==> src/verilog/gpb_pkg.sv <==
// Shared constants of the general purpose port bank: map, field layout, reset values.
package gpb_pkg;

    // -------------------------------------------------------------------
    // Geometry of the bank.
    // -------------------------------------------------------------------
    localparam int NUM_PORTS = 7;   // Bidirectional ports 0 to 6.
    localparam int PINS = 8;        // Pins per port.
    localparam int NUM_PINS = 56;   // All bidirectional pins.
    localparam int PULSE_PORTS = 4; // Ports 0 to 3 carry pulse registers.
    localparam int XT_PINS = 2;     // Input-only pins on the crystal pads.

    // -------------------------------------------------------------------
    // Register indices; the APB byte address is four times the index.
    // -------------------------------------------------------------------
    localparam logic [15:0] IDX_P0_DATA = 16'hf200, IDX_P0_MODE1 = 16'hf203;
    localparam logic [15:0] IDX_P0_MODE23 = 16'hf204, IDX_P0_MODE45 = 16'hf206;
    localparam logic [15:0] IDX_P0_MODE67 = 16'hf208, IDX_P0_PULSE_CFG = 16'hf20a;
    localparam logic [15:0] IDX_P0_PULSE_SEL = 16'hf20c, IDX_P1_DATA = 16'hf210;
    localparam logic [15:0] IDX_P1_MODE01 = 16'hf212, IDX_P1_MODE23 = 16'hf214;
    localparam logic [15:0] IDX_P1_MODE45 = 16'hf216, IDX_P1_MODE67 = 16'hf218;
    localparam logic [15:0] IDX_P1_PULSE_CFG = 16'hf21a, IDX_P1_PULSE_SEL = 16'hf21c;
    localparam logic [15:0] IDX_P2_DATA = 16'hf220, IDX_P2_MODE01 = 16'hf222;
    localparam logic [15:0] IDX_P2_MODE23 = 16'hf224, IDX_P2_MODE45 = 16'hf226;
    localparam logic [15:0] IDX_P2_MODE67 = 16'hf228, IDX_P2_PULSE_CFG = 16'hf22a;
    localparam logic [15:0] IDX_P2_PULSE_SEL = 16'hf22c, IDX_P3_DATA = 16'hf230;
    localparam logic [15:0] IDX_P3_MODE01 = 16'hf232, IDX_P3_MODE23 = 16'hf234;
    localparam logic [15:0] IDX_P3_PULSE_CFG = 16'hf23a, IDX_P3_PULSE_SEL = 16'hf23c;
    localparam logic [15:0] IDX_P4_DATA = 16'hf240, IDX_P4_MODE01 = 16'hf242;
    localparam logic [15:0] IDX_P4_MODE23 = 16'hf244, IDX_P4_MODE45 = 16'hf246;
    localparam logic [15:0] IDX_P4_MODE67 = 16'hf248, IDX_P5_DATA = 16'hf250;
    localparam logic [15:0] IDX_P5_MODE01 = 16'hf252, IDX_P5_MODE23 = 16'hf254;
    localparam logic [15:0] IDX_P5_MODE45 = 16'hf256, IDX_P5_MODE67 = 16'hf258;
    localparam logic [15:0] IDX_P6_DATA = 16'hf260, IDX_P6_MODE01 = 16'hf262;
    localparam logic [15:0] IDX_P6_MODE23 = 16'hf264, IDX_P6_MODE45 = 16'hf266;
    localparam logic [15:0] IDX_XT_INPUT = 16'hf2f0, IDX_XT_MODE01 = 16'hf2f2;

    // -------------------------------------------------------------------
    // Decode of an index: upper byte selects the bank, then port and slot.
    // -------------------------------------------------------------------
    localparam logic [7:0] BANK_IDX = 8'hf2;  // Index bits 15:8 of every register.
    localparam logic [3:0] PORT_XT = 4'hf;    // Port nibble of the crystal pins.
    localparam logic [3:0] SUB_DI = 4'h0;     // Input level byte.
    localparam logic [3:0] SUB_DO = 4'h1;     // Output latch byte.
    localparam logic [3:0] SUB_MODE0 = 4'h2;  // Mode byte of pin 0.
    localparam logic [3:0] SUB_MODE7 = 4'h9;  // Mode byte of pin 7.
    localparam logic [3:0] SUB_PMD_L = 4'ha;  // Pulse config, low byte.
    localparam logic [3:0] SUB_PMD_H = 4'hb;  // Pulse config, high byte.
    localparam logic [3:0] SUB_PSL_L = 4'hc;  // Pulse select, low byte.
    localparam logic [3:0] SUB_PSL_H = 4'hd;  // Pulse select, high byte.
    localparam logic [3:0] XT_SUB_MODE0 = 4'h2; // Mode byte of crystal pin 0.
    localparam logic [3:0] XT_SUB_MODE1 = 4'h3; // Mode byte of crystal pin 1.

    // -------------------------------------------------------------------
    // Mode byte fields and reset values.
    // -------------------------------------------------------------------
    localparam int MODE_IN_EN = 0;     // Input sampling enabled.
    localparam int MODE_OUT_EN = 1;    // Output driver enabled.
    localparam int MODE_PULLUP = 2;    // Internal pull-up on.
    localparam int MODE_OPEN_DRAIN = 3; // N-channel open drain instead of CMOS.
    localparam int MODE_TEST = 4;      // Input byte reads back the driven level.
    localparam logic [7:0] MODE_P01_RESET = 8'h05; // Pin 1 of port 0 after reset.
    localparam logic [7:0] BYTE_RESET = 8'h00;     // Every other byte after reset.
    localparam logic [7:0] DI_UNEQUIPPED = 8'hff;  // Input byte of an absent port.
    // Pins present per port, and pins with an output driver (pin 01 is input only).
    localparam logic [55:0] PIN_EXIST = 56'hff_ff_ff_0f_ff_ff_fe;
    localparam logic [55:0] PIN_DRIVER = 56'hff_ff_ff_0f_ff_ff_fc;

endpackage

==> src/verilog/gpb_port_bank.sv <==
// General purpose port bank: pin data, mode and pulse registers on an APB slave.
`timescale 1ns/1ns

// How it works
// RQ1: Every bidirectional pin selects input or output.
// RQ2: One access samples or drives eight pins.
// RQ3: Crystal pins are input only, no driver.
// RQ4: Each pin has its own pull-up switch.
// RQ5: Each pin chooses CMOS or open drain.
// RQ6: Pulse registers put a carrier on pins.
// RQ7: Test mode reads back driven output levels.
// RQ8: Writes to absent ports change nothing.
// RQ9: Absent port input byte reads all ones.
// RQ10: Other registers of absent ports read zero.
// RQ11: Data register: inputs low, latch high byte.
// RQ12: One mode byte per pin, paired words.
// RQ13: Pulse registers have separate low, high bytes.
// RQ14: Port 0 pin 1 mode resets 0x05.
// RQ15: Crystal pin levels in bits 0 and 1.
// RQ16: Enabled output drives latch; input reads pin.
// RQ17: Latch stays writable with output disabled.
// RQ18: Reserved addresses ignore writes, read zero.
// RQ19: Word access only at even index.
module gpb_port_bank #(
    parameter logic [6:0] PORT_EQUIP = 7'h7f // Ports equipped in this package.
) (
    input wire logic mclk,
    input wire logic reset,
    input wire logic psel,
    input wire logic penable,
    input wire logic pwrite,
    input wire logic [17:0] paddr,
    input wire logic [31:0] pwdata,
    input wire logic [3:0] pstrb,
    output logic [31:0] prdata,
    output logic pready,
    output logic pslverr,
    input wire logic [gpb_pkg::NUM_PINS-1:0] pin_in,
    output logic [gpb_pkg::NUM_PINS-1:0] pin_out,
    output logic [gpb_pkg::NUM_PINS-1:0] pin_oe,
    output logic [gpb_pkg::NUM_PINS-1:0] pin_pullup,
    input wire logic [gpb_pkg::XT_PINS-1:0] xt_in,
    output logic [gpb_pkg::XT_PINS-1:0] xt_pullup,
    input wire logic [1:0] carrier_src
);
    import gpb_pkg::*;

    // -------------------------------------------------------------------
    // Storage.
    // -------------------------------------------------------------------
    logic [7:0] latch_r [NUM_PORTS];          // Output latch byte per port.
    logic [7:0] mode_r [NUM_PORTS][PINS];     // Mode byte per pin.
    logic [15:0] pmd_r [PULSE_PORTS];         // Low: pulse enable, high: inversion.
    logic [15:0] psl_r [PULSE_PORTS];         // Low: carrier choice per pin.
    logic [7:0] xtmode_r [XT_PINS];           // Mode bytes of the crystal pins.
    logic [NUM_PINS-1:0] pin_meta_r;          // First synchroniser stage.
    logic [NUM_PINS-1:0] pin_sync_r;          // Second synchroniser stage.
    logic [XT_PINS-1:0] xt_meta_r;            // First stage, crystal pins.
    logic [XT_PINS-1:0] xt_sync_r;            // Second stage, crystal pins.
    logic [NUM_PINS-1:0] pin_out_nxt;         // Next driven level.
    logic [NUM_PINS-1:0] pin_oe_nxt;          // Next driver enable.
    logic [NUM_PINS-1:0] pin_pullup_nxt;      // Next pull-up enable.
    logic [7:0] din_byte [NUM_PORTS];         // Input level byte per port.
    logic [1:0] wen;                          // Write strobe per byte lane.
    logic [7:0] widx [2];                     // Index low byte per lane.
    logic [7:0] wdat [2];                     // Write data per lane.
    logic bus_hit;                            // Address falls in the bank.
    logic [31:0] prdata_nxt;                  // Read data for the coming access.

    // -------------------------------------------------------------------
    // Decode helpers.
    // -------------------------------------------------------------------

    // True when the index names a storage byte that exists and is equipped.
    function automatic logic writable(input logic [7:0] idx);
        logic [3:0] port;
        logic [3:0] sub;
        logic [5:0] pin_n;
        port = idx[7:4];
        sub = idx[3:0];
        pin_n = {port[2:0], 3'(sub - SUB_MODE0)};
        writable = 1'b0;
        if (port == PORT_XT) begin
            writable = (sub == XT_SUB_MODE0) || (sub == XT_SUB_MODE1);
        end else if (port < 4'(NUM_PORTS) && PORT_EQUIP[port[2:0]]) begin // RQ8
            if (sub == SUB_DO) begin
                writable = 1'b1;
            end else if (sub >= SUB_MODE0 && sub <= SUB_MODE7) begin
                writable = PIN_EXIST[pin_n]; // RQ18
            end else if (sub >= SUB_PMD_L && sub <= SUB_PSL_H) begin
                writable = port < 4'(PULSE_PORTS); // RQ18
            end
        end
    endfunction

    // Read value of one byte of the map.
    function automatic logic [7:0] rd_byte(input logic [7:0] idx);
        logic [3:0] port;
        logic [3:0] sub;
        logic [2:0] p;
        logic [1:0] q;
        port = idx[7:4];
        sub = idx[3:0];
        p = port[2:0];
        q = port[1:0];
        rd_byte = 8'h00; // RQ18
        if (port == PORT_XT) begin
            if (sub == SUB_DI) begin
                rd_byte = {6'h00, xt_read()}; // RQ15
            end else if (writable(idx)) begin
                rd_byte = xtmode_r[sub[0]];
            end
        end else if (port < 4'(NUM_PORTS)) begin
            if (!PORT_EQUIP[p]) begin
                rd_byte = (sub == SUB_DI) ? DI_UNEQUIPPED : 8'h00; // RQ9 RQ10
            end else if (sub == SUB_DI) begin
                rd_byte = din_byte[p]; // RQ11
            end else if (writable(idx)) begin
                case (sub)
                    SUB_DO: begin
                        rd_byte = latch_r[p]; // RQ11 RQ17
                    end
                    SUB_PMD_L: begin
                        rd_byte = pmd_r[q][7:0];
                    end
                    SUB_PMD_H: begin
                        rd_byte = pmd_r[q][15:8];
                    end
                    SUB_PSL_L: begin
                        rd_byte = psl_r[q][7:0];
                    end
                    SUB_PSL_H: begin
                        rd_byte = psl_r[q][15:8];
                    end
                    default: begin
                        rd_byte = mode_r[p][3'(sub - SUB_MODE0)]; // RQ12
                    end
                endcase
            end
        end
    endfunction

    // Crystal pin levels; a pin with input disabled reads high.
    function automatic logic [1:0] xt_read();
        xt_read[0] = xtmode_r[0][MODE_IN_EN] ? xt_sync_r[0] : 1'b1;
        xt_read[1] = xtmode_r[1][MODE_IN_EN] ? xt_sync_r[1] : 1'b1;
    endfunction

    // -------------------------------------------------------------------
    // Pin input synchronisers.
    // -------------------------------------------------------------------

    // Pads change with no regard for mclk, so two stages come first.
    always_ff @(posedge mclk or posedge reset) begin
        if (reset) begin
            pin_meta_r <= '1;
            pin_sync_r <= '1;
            xt_meta_r <= '1;
            xt_sync_r <= '1;
        end else begin
            pin_meta_r <= pin_in;
            pin_sync_r <= pin_meta_r;
            xt_meta_r <= xt_in; // RQ3
            xt_sync_r <= xt_meta_r;
        end
    end

    // Input level bytes: all eight pins of a port sampled together.
    always_comb begin
        for (int p = 0; p < NUM_PORTS; p++) begin
            for (int i = 0; i < PINS; i++) begin
                if (!PIN_EXIST[p*PINS+i]) begin
                    din_byte[p][i] = 1'b1;
                end else if (mode_r[p][i][MODE_TEST]) begin
                    // Reads the level the block drives, not the pad.
                    din_byte[p][i] = pin_out[p*PINS+i]; // RQ7
                end else if (mode_r[p][i][MODE_IN_EN]) begin
                    din_byte[p][i] = pin_sync_r[p*PINS+i]; // RQ2 RQ16
                end else begin
                    din_byte[p][i] = 1'b1;
                end
            end
        end
    end

    // -------------------------------------------------------------------
    // APB slave.
    // -------------------------------------------------------------------

    // Every access finishes in its first access cycle.
    assign pready = 1'b1;
    assign bus_hit = (paddr[17:10] == BANK_IDX);
    // Only addresses outside the bank are errors; reserved slots read zero.
    assign pslverr = psel & penable & ~bus_hit;

    // Byte lanes: lane 1 reaches the odd partner only from an even index.
    always_comb begin
        widx[0] = paddr[9:2];
        widx[1] = {paddr[9:3], 1'b1};
        wdat[0] = pwdata[7:0];
        wdat[1] = pwdata[15:8];
        wen[0] = psel & penable & pwrite & bus_hit & pstrb[0] & writable(widx[0]); // RQ8
        wen[1] = psel & penable & pwrite & bus_hit & pstrb[1] & ~paddr[2]
                 & writable(widx[1]); // RQ19
    end

    // Read data is prepared in the setup cycle so it comes from a flip-flop.
    always_comb begin
        prdata_nxt = 32'h0000_0000;
        if (bus_hit) begin
            prdata_nxt[7:0] = rd_byte(widx[0]);
            if (!paddr[2]) begin
                prdata_nxt[15:8] = rd_byte(widx[1]); // RQ19
            end
        end
    end

    // Capture read data at the setup edge; hold it otherwise.
    always_ff @(posedge mclk or posedge reset) begin
        if (reset) begin
            prdata <= 32'h0000_0000;
        end else if (psel && !penable && !pwrite) begin
            prdata <= prdata_nxt;
        end
    end

    // -------------------------------------------------------------------
    // Register writes, one process per register kind.
    // -------------------------------------------------------------------

    // Output latches; writable whatever the pin direction.
    always_ff @(posedge mclk or posedge reset) begin
        if (reset) begin
            for (int p = 0; p < NUM_PORTS; p++) begin
                latch_r[p] <= BYTE_RESET; // RQ14
            end
        end else begin
            for (int k = 0; k < 2; k++) begin
                if (wen[k] && widx[k][7:4] != PORT_XT && widx[k][3:0] == SUB_DO) begin
                    latch_r[widx[k][6:4]] <= wdat[k]; // RQ2 RQ17
                end
            end
        end
    end

    // Pin mode bytes.
    always_ff @(posedge mclk or posedge reset) begin
        if (reset) begin
            for (int p = 0; p < NUM_PORTS; p++) begin
                for (int i = 0; i < PINS; i++) begin
                    mode_r[p][i] <= BYTE_RESET;
                end
            end
            mode_r[0][1] <= MODE_P01_RESET; // RQ14
        end else begin
            for (int k = 0; k < 2; k++) begin
                if (wen[k] && widx[k][7:4] != PORT_XT && widx[k][3:0] >= SUB_MODE0
                    && widx[k][3:0] <= SUB_MODE7) begin
                    mode_r[widx[k][6:4]][3'(widx[k][3:0] - SUB_MODE0)] <= wdat[k]; // RQ12
                end
            end
        end
    end

    // Pulse config and select, each byte written on its own.
    always_ff @(posedge mclk or posedge reset) begin
        if (reset) begin
            for (int q = 0; q < PULSE_PORTS; q++) begin
                pmd_r[q] <= {BYTE_RESET, BYTE_RESET};
                psl_r[q] <= {BYTE_RESET, BYTE_RESET};
            end
        end else begin
            for (int k = 0; k < 2; k++) begin
                if (wen[k] && widx[k][7:4] != PORT_XT) begin
                    case (widx[k][3:0])
                        SUB_PMD_L: begin
                            pmd_r[widx[k][5:4]][7:0] <= wdat[k]; // RQ13
                        end
                        SUB_PMD_H: begin
                            pmd_r[widx[k][5:4]][15:8] <= wdat[k]; // RQ13
                        end
                        SUB_PSL_L: begin
                            psl_r[widx[k][5:4]][7:0] <= wdat[k]; // RQ13
                        end
                        SUB_PSL_H: begin
                            psl_r[widx[k][5:4]][15:8] <= wdat[k]; // RQ13
                        end
                        default: begin
                        end
                    endcase
                end
            end
        end
    end

    // Crystal pin mode bytes.
    always_ff @(posedge mclk or posedge reset) begin
        if (reset) begin
            xtmode_r[0] <= BYTE_RESET;
            xtmode_r[1] <= BYTE_RESET;
        end else begin
            for (int k = 0; k < 2; k++) begin
                if (wen[k] && widx[k][7:4] == PORT_XT) begin
                    xtmode_r[widx[k][0]] <= wdat[k]; // RQ15
                end
            end
        end
    end

    // Crystal pads only ever get a pull-up, never a driver.
    assign xt_pullup = {xtmode_r[1][MODE_PULLUP], xtmode_r[0][MODE_PULLUP]}; // RQ3

    // -------------------------------------------------------------------
    // Pin drivers.
    // -------------------------------------------------------------------

    // Level, enable and pull-up per pin. The carrier is used as it comes,
    // so its edges reach the pad one mclk later than the timer makes them.
    always_comb begin
        for (int p = 0; p < NUM_PORTS; p++) begin
            for (int i = 0; i < PINS; i++) begin
                pin_out_nxt[p*PINS+i] = latch_r[p][i]; // RQ16
                if (p < PULSE_PORTS && pmd_r[p % PULSE_PORTS][i]) begin
                    pin_out_nxt[p*PINS+i] = carrier_src[psl_r[p % PULSE_PORTS][i]]
                        ^ pmd_r[p % PULSE_PORTS][PINS+i]; // RQ6
                end
                // Open drain only sinks, so the driver is off for a high level.
                pin_oe_nxt[p*PINS+i] = PIN_DRIVER[p*PINS+i] & mode_r[p][i][MODE_OUT_EN]
                    & (~mode_r[p][i][MODE_OPEN_DRAIN] | ~pin_out_nxt[p*PINS+i]); // RQ1 RQ5
                pin_pullup_nxt[p*PINS+i] = PIN_EXIST[p*PINS+i]
                    & mode_r[p][i][MODE_PULLUP]; // RQ4
            end
        end
    end

    // Pad controls come from flip-flops to keep glitches off the pins.
    always_ff @(posedge mclk or posedge reset) begin
        if (reset) begin
            pin_out <= '0;
            pin_oe <= '0;
            pin_pullup <= '0;
        end else begin
            pin_out <= pin_out_nxt;
            pin_oe <= pin_oe_nxt;
            pin_pullup <= pin_pullup_nxt;
        end
    end

endmodule // gpb_port_bank
==> config.mk <==
export PLATFORM = sky130hd
export DESIGN_NAME = gpb_port_bank
export DESIGN_NICKNAME = d
export VERILOG_FILES = /design/src/verilog/gpb_pkg.sv /design/src/verilog/gpb_port_bank.sv
export SDC_FILE = /design/constraint.sdc
export NUM_CORES = 2
export LEC_CHECK = 0
export ABC_AREA = 1
export BUFFER_PORTS_ARGS = -buffer_cell sky130_fd_sc_hd__buf_2
export CELL_PAD_IN_SITES_DETAIL_PLACEMENT = 1
export CELL_PAD_IN_SITES_GLOBAL_PLACEMENT = 1
export CORE_MARGIN = 2
export CORE_UTILIZATION = 30
export DETAILED_ROUTE_END_ITERATION = 12
export GPL_ROUTABILITY_DRIVEN = 0
export PLACE_DENSITY = 0.6
export SLEW_MARGIN = 20
export SYNTH_ARGS = -nofsm -noshare
export SYNTH_HDL_FRONTEND = slang
export SYNTH_SLANG_ARGS = --single-unit
export TNS_END_PERCENT = 30
==> constraint.sdc <==
create_clock -name mclk -period 33.9 [get_ports mclk]
set_input_delay 6.78 -clock mclk [delete_from_list [all_inputs] [get_ports mclk]]
set_output_delay 6.78 -clock mclk [all_outputs]
set_load 0.02 [all_outputs]
==> results_dict.tcl <==
set metrics [dict create \
    htreeDepth 3 \
    ioPinCount 323 \
    drc 0 \
    wl_mm 239.9 \
    die_height_um 400.9 \
    synth.distinct_cells 46 \
    antenna_found_initial 16 \
    row_count 145 \
    clockBufferDepth 3 \
    rsz0062_at_grt "no" \
    p_clk_share_pct 49.4 \
    critPathLaunch "paddr[10]" \
    critPathRequiredTime_ns 27.12 \
    dr_total_vias 46680 \
    dp_slack_ns 19.55 \
    grt-ovfl-total 0 \
    multiInputGateArea_mm2 0.01990 \
    vias_per_cell 5.312 \
    powerDensity_mw_per_mm2 49.35 \
    root_buffer "clkbuf_16" \
    power_switching_uw 759.5 \
    layout_min_cycle_time_ns 14.33 \
    peakVddDrop_mv 0.04123 \
    min_path_type "reg -> reg" \
    critPathKind "in -> out" \
    core-area_mm2 0.1564 \
    cp_max_fo 3 \
    synth.cell_area_mm2 0.04726 \
    worstPathArrival_ns 7.55 \
    cts_buffers 113 \
    clock.fmax_ghz 0.06980 \
    synth_edf_count 0 \
    clock_skew_ns 0.06094 \
    wl_per_cell_um 27.29 \
    num-fill-cells 19360 \
    finalSetupViolCount 0 \
    dieArea_mm2 0.1607 \
    grt_usage_pct 29.27 \
    outcome "finished clean" \
    ant_nets 0 \
    async_reset_ff_share_pct 100.0 \
    grt_max_degree 119 \
    post_cts_resized 0 \
    swShare_pct 28.14 \
    drt_iter0_markers 4325 \
    maxSlewViolCount 0 \
    drtPass1Iterations 5 \
    maxCapViolations 0 \
    numPortBuffers 269 \
    cts_setup_buffers 0 \
    ys_seq_area_share_pct 49.37 \
    setup-tns-final_ns 0 \
    finalHoldViolCount 0 \
    min_from "pin_meta_r[42]$_DFF_PP1_" \
    pwr-share-seq_pct 41.7 \
    start_util_pct 30.22 \
    grt_pass1_wl_mm 342.4 \
    cts.reportedPaths.clkPinSlew_ns 0.06 \
    clk_latency_ns 0.78 \
    worst_pin_slew_ns 1.306 \
    post-route-period-util_pct 42.26 \
    synth-seq-cells 927 \
    cts_hold_buf 0 \
    syn_inst 6482 \
    grt_pass1_vias 46330 \
    cts.sinks 927 \
    p_int_uw 1940 \
    leakagePower_uw 0.02767 \
    cts_tree "yes" \
    synth_ff_type "dfrtp_1" \
    nNetsFinal 6756 \
    endpoint_kind "primary output" \
    syn_area_per_cell_um2 7.291 \
    setup_slack_ns 19.57 \
    seqCellArea_mm2 0.02333 \
    start_kind "primary input" \
    yosysWarningCount 0 \
    relSlewSlack_pct 12.32 \
    die_w_um 400.9 \
    drive_gt1_share_pct 11.35 \
    syn2layout_area_growth_pct 15.76 \
    p_comb_share_pct 8.9 \
    rr_startpoint "mode_r[323]$_DFF_PP0_" \
    post-dp-hpwl_mm 165.1 \
]
logic make-up after synthesis:
kind of cell	synth area share (%)
adder cells (fa/ha/maj)	0.1853
buffers and inverters	8.922
XOR/XNOR	0.5931
other	0.01589
AND/OR/NAND/NOR	29.65
AO/OA/AOI/OAI	11.27
flip-flops	49.37
Yosys cell counts, types with 2 or more instances:
cell         n  area share, %
a211oi_1    11           0.17
a21boi_0     4          0.064
a21oi_1    184            1.9
a22oi_1      7           0.11
a31oi_1     31           0.41
a32o_1       2          0.042
buf_1       22           0.17
buf_2       28           0.30
buf_4       35           0.56
clkbuf_1   286            2.3
clkinv_1    11          0.087
conb_1       2          0.016
dfrtp_1    819             43
dfstp_2    108            6.0
ha_1         7           0.19
inv_1      681            5.4
inv_2       16           0.13
nand2_1   2113             17
nand2_2      2          0.026
nand3_1    617            6.5
nand3_2     12           0.25
nand3b_1    11           0.17
nand4_1     24           0.32
nor2_1     622            4.9
nor2_2      13           0.17
nor2_4       3          0.071
nor3_1      12           0.13
o211ai_1    46           0.73
o21a_1       7           0.11
o21ai_0    628            6.7
o21ai_1     23           0.24
o21ai_2      2          0.037
o21bai_1     8           0.13
o221ai_1     9           0.17
o22ai_1     30           0.40
or2_2        6          0.079
xnor2_1     15           0.28
xor2_1      17           0.32
placed cells by master, fill, tap and decap left out, types with 17 or more instances in the layout:
| cell type | instances |
|---|---|
| conb_1 | 28 |
| nand4_1 | 24 |
| buf_2 | 267 |
| inv_1 | 674 |
| o211ai_1 | 46 |
| o21ai_1 | 27 |
| clkbuf_1 | 23 |
| clkbuf_16 | 114 |
| inv_2 | 23 |
| dfstp_2 | 108 |
| a21oi_1 | 183 |
| nand3_1 | 617 |
| xor2_1 | 17 |
| nand2_1 | 2109 |
| nor2_2 | 21 |
| a31oi_1 | 31 |
| buf_4 | 111 |
| dfrtp_1 | 819 |
| nor2_1 | 611 |
| o21ai_0 | 624 |
| o22ai_1 | 30 |
power groups by stage:
stage / registers [uW] / logic (uW) / clock network [uW]
after floorplan: 1140 / 113 / 0
after detailed placement: 1150 / 235 / 0
final: 1130 / 240 / 1330
after CTS: 1130 / 235 / 1360
after global placement: 1150 / 234 / 0
after global routing: 1130 / 249 / 1400
metal layers:
layer	part of all wire (%)	global-route usage, %	vias up
li1	-	-	20740
met1	44	39.95	23780
met2	44	45.45	1737
met3	6.8	4.486	429
met4	5.1	13.87	2
met5	0.0050	0	-
path summary, 6_finish.rpt:
| check | slack, ns | end | depth (start not counted) |
|---|---|---|---|
| max in group asynchronous | 23.82 | mode_r[163]$_DFF_PP0_ | 6 |
| max | 19.57 | pslverr | 8 |
| min | 0.35 | pin_sync_r[42]$_DFF_PP1_ | 0 |
| min reg2reg | 0.35 | pin_sync_r[42]$_DFF_PP1_ | 0 |
| max reg2reg | 31.20 | prdata[11]$_DFFE_PP0P_ | 10 |
| min in group asynchronous | 6.14 | pin_pullup[14]$_DFF_PP0_ | 2 |
critical path: stages:
cell and delay, ns:
buf_2 0.09, inv_1 0.04, nand2_1 0.05, nor3_1 0.14, nand2_1 0.12, inv_1 0.11
nor2_1 0.05, buf_2 0.15
metrics by stage:
stage / hold WS, ns / instances / util [%] / cell area, um^2 / power [uW]
2_1_floorplan: 0.3452 / 6508 / - / 47360 / 1258
3_3_place_gp: 0.3457 / 8573 / 32.38 / 50640 / 1380
3_5_place_dp: 0.3471 / 8573 / 32.38 / 50640 / 1380
4_1_cts: 0.3401 / 8787 / 34.97 / 54700 / 2718
5_1_grt: 0.3516 / 8787 / 34.98 / 54700 / 2776
6_report: 0.3452 / 8789 / 34.98 / 54710 / 2700
sequential cells by signal, summed over array words and instances (netlist names), 51 cells and up:
name        count
pin_sync_r     51
pin_pullup     51
psl_r          64
pin_meta_r     51
mode_r        448
pmd_r          64
latch_r        56
pin_out        56
final cells by class:
cell class	count	area share, %
inverter	708	4.883
clock inverter	62	1.663
antenna	2	0.009149
multi-input combinational	4502	36.37
timing repair buffer	378	3.966
tap	2058	4.707
sequential	927	42.65
clock buffer	152	5.750
Note: power is estimated with default switching activity, not from simulation.
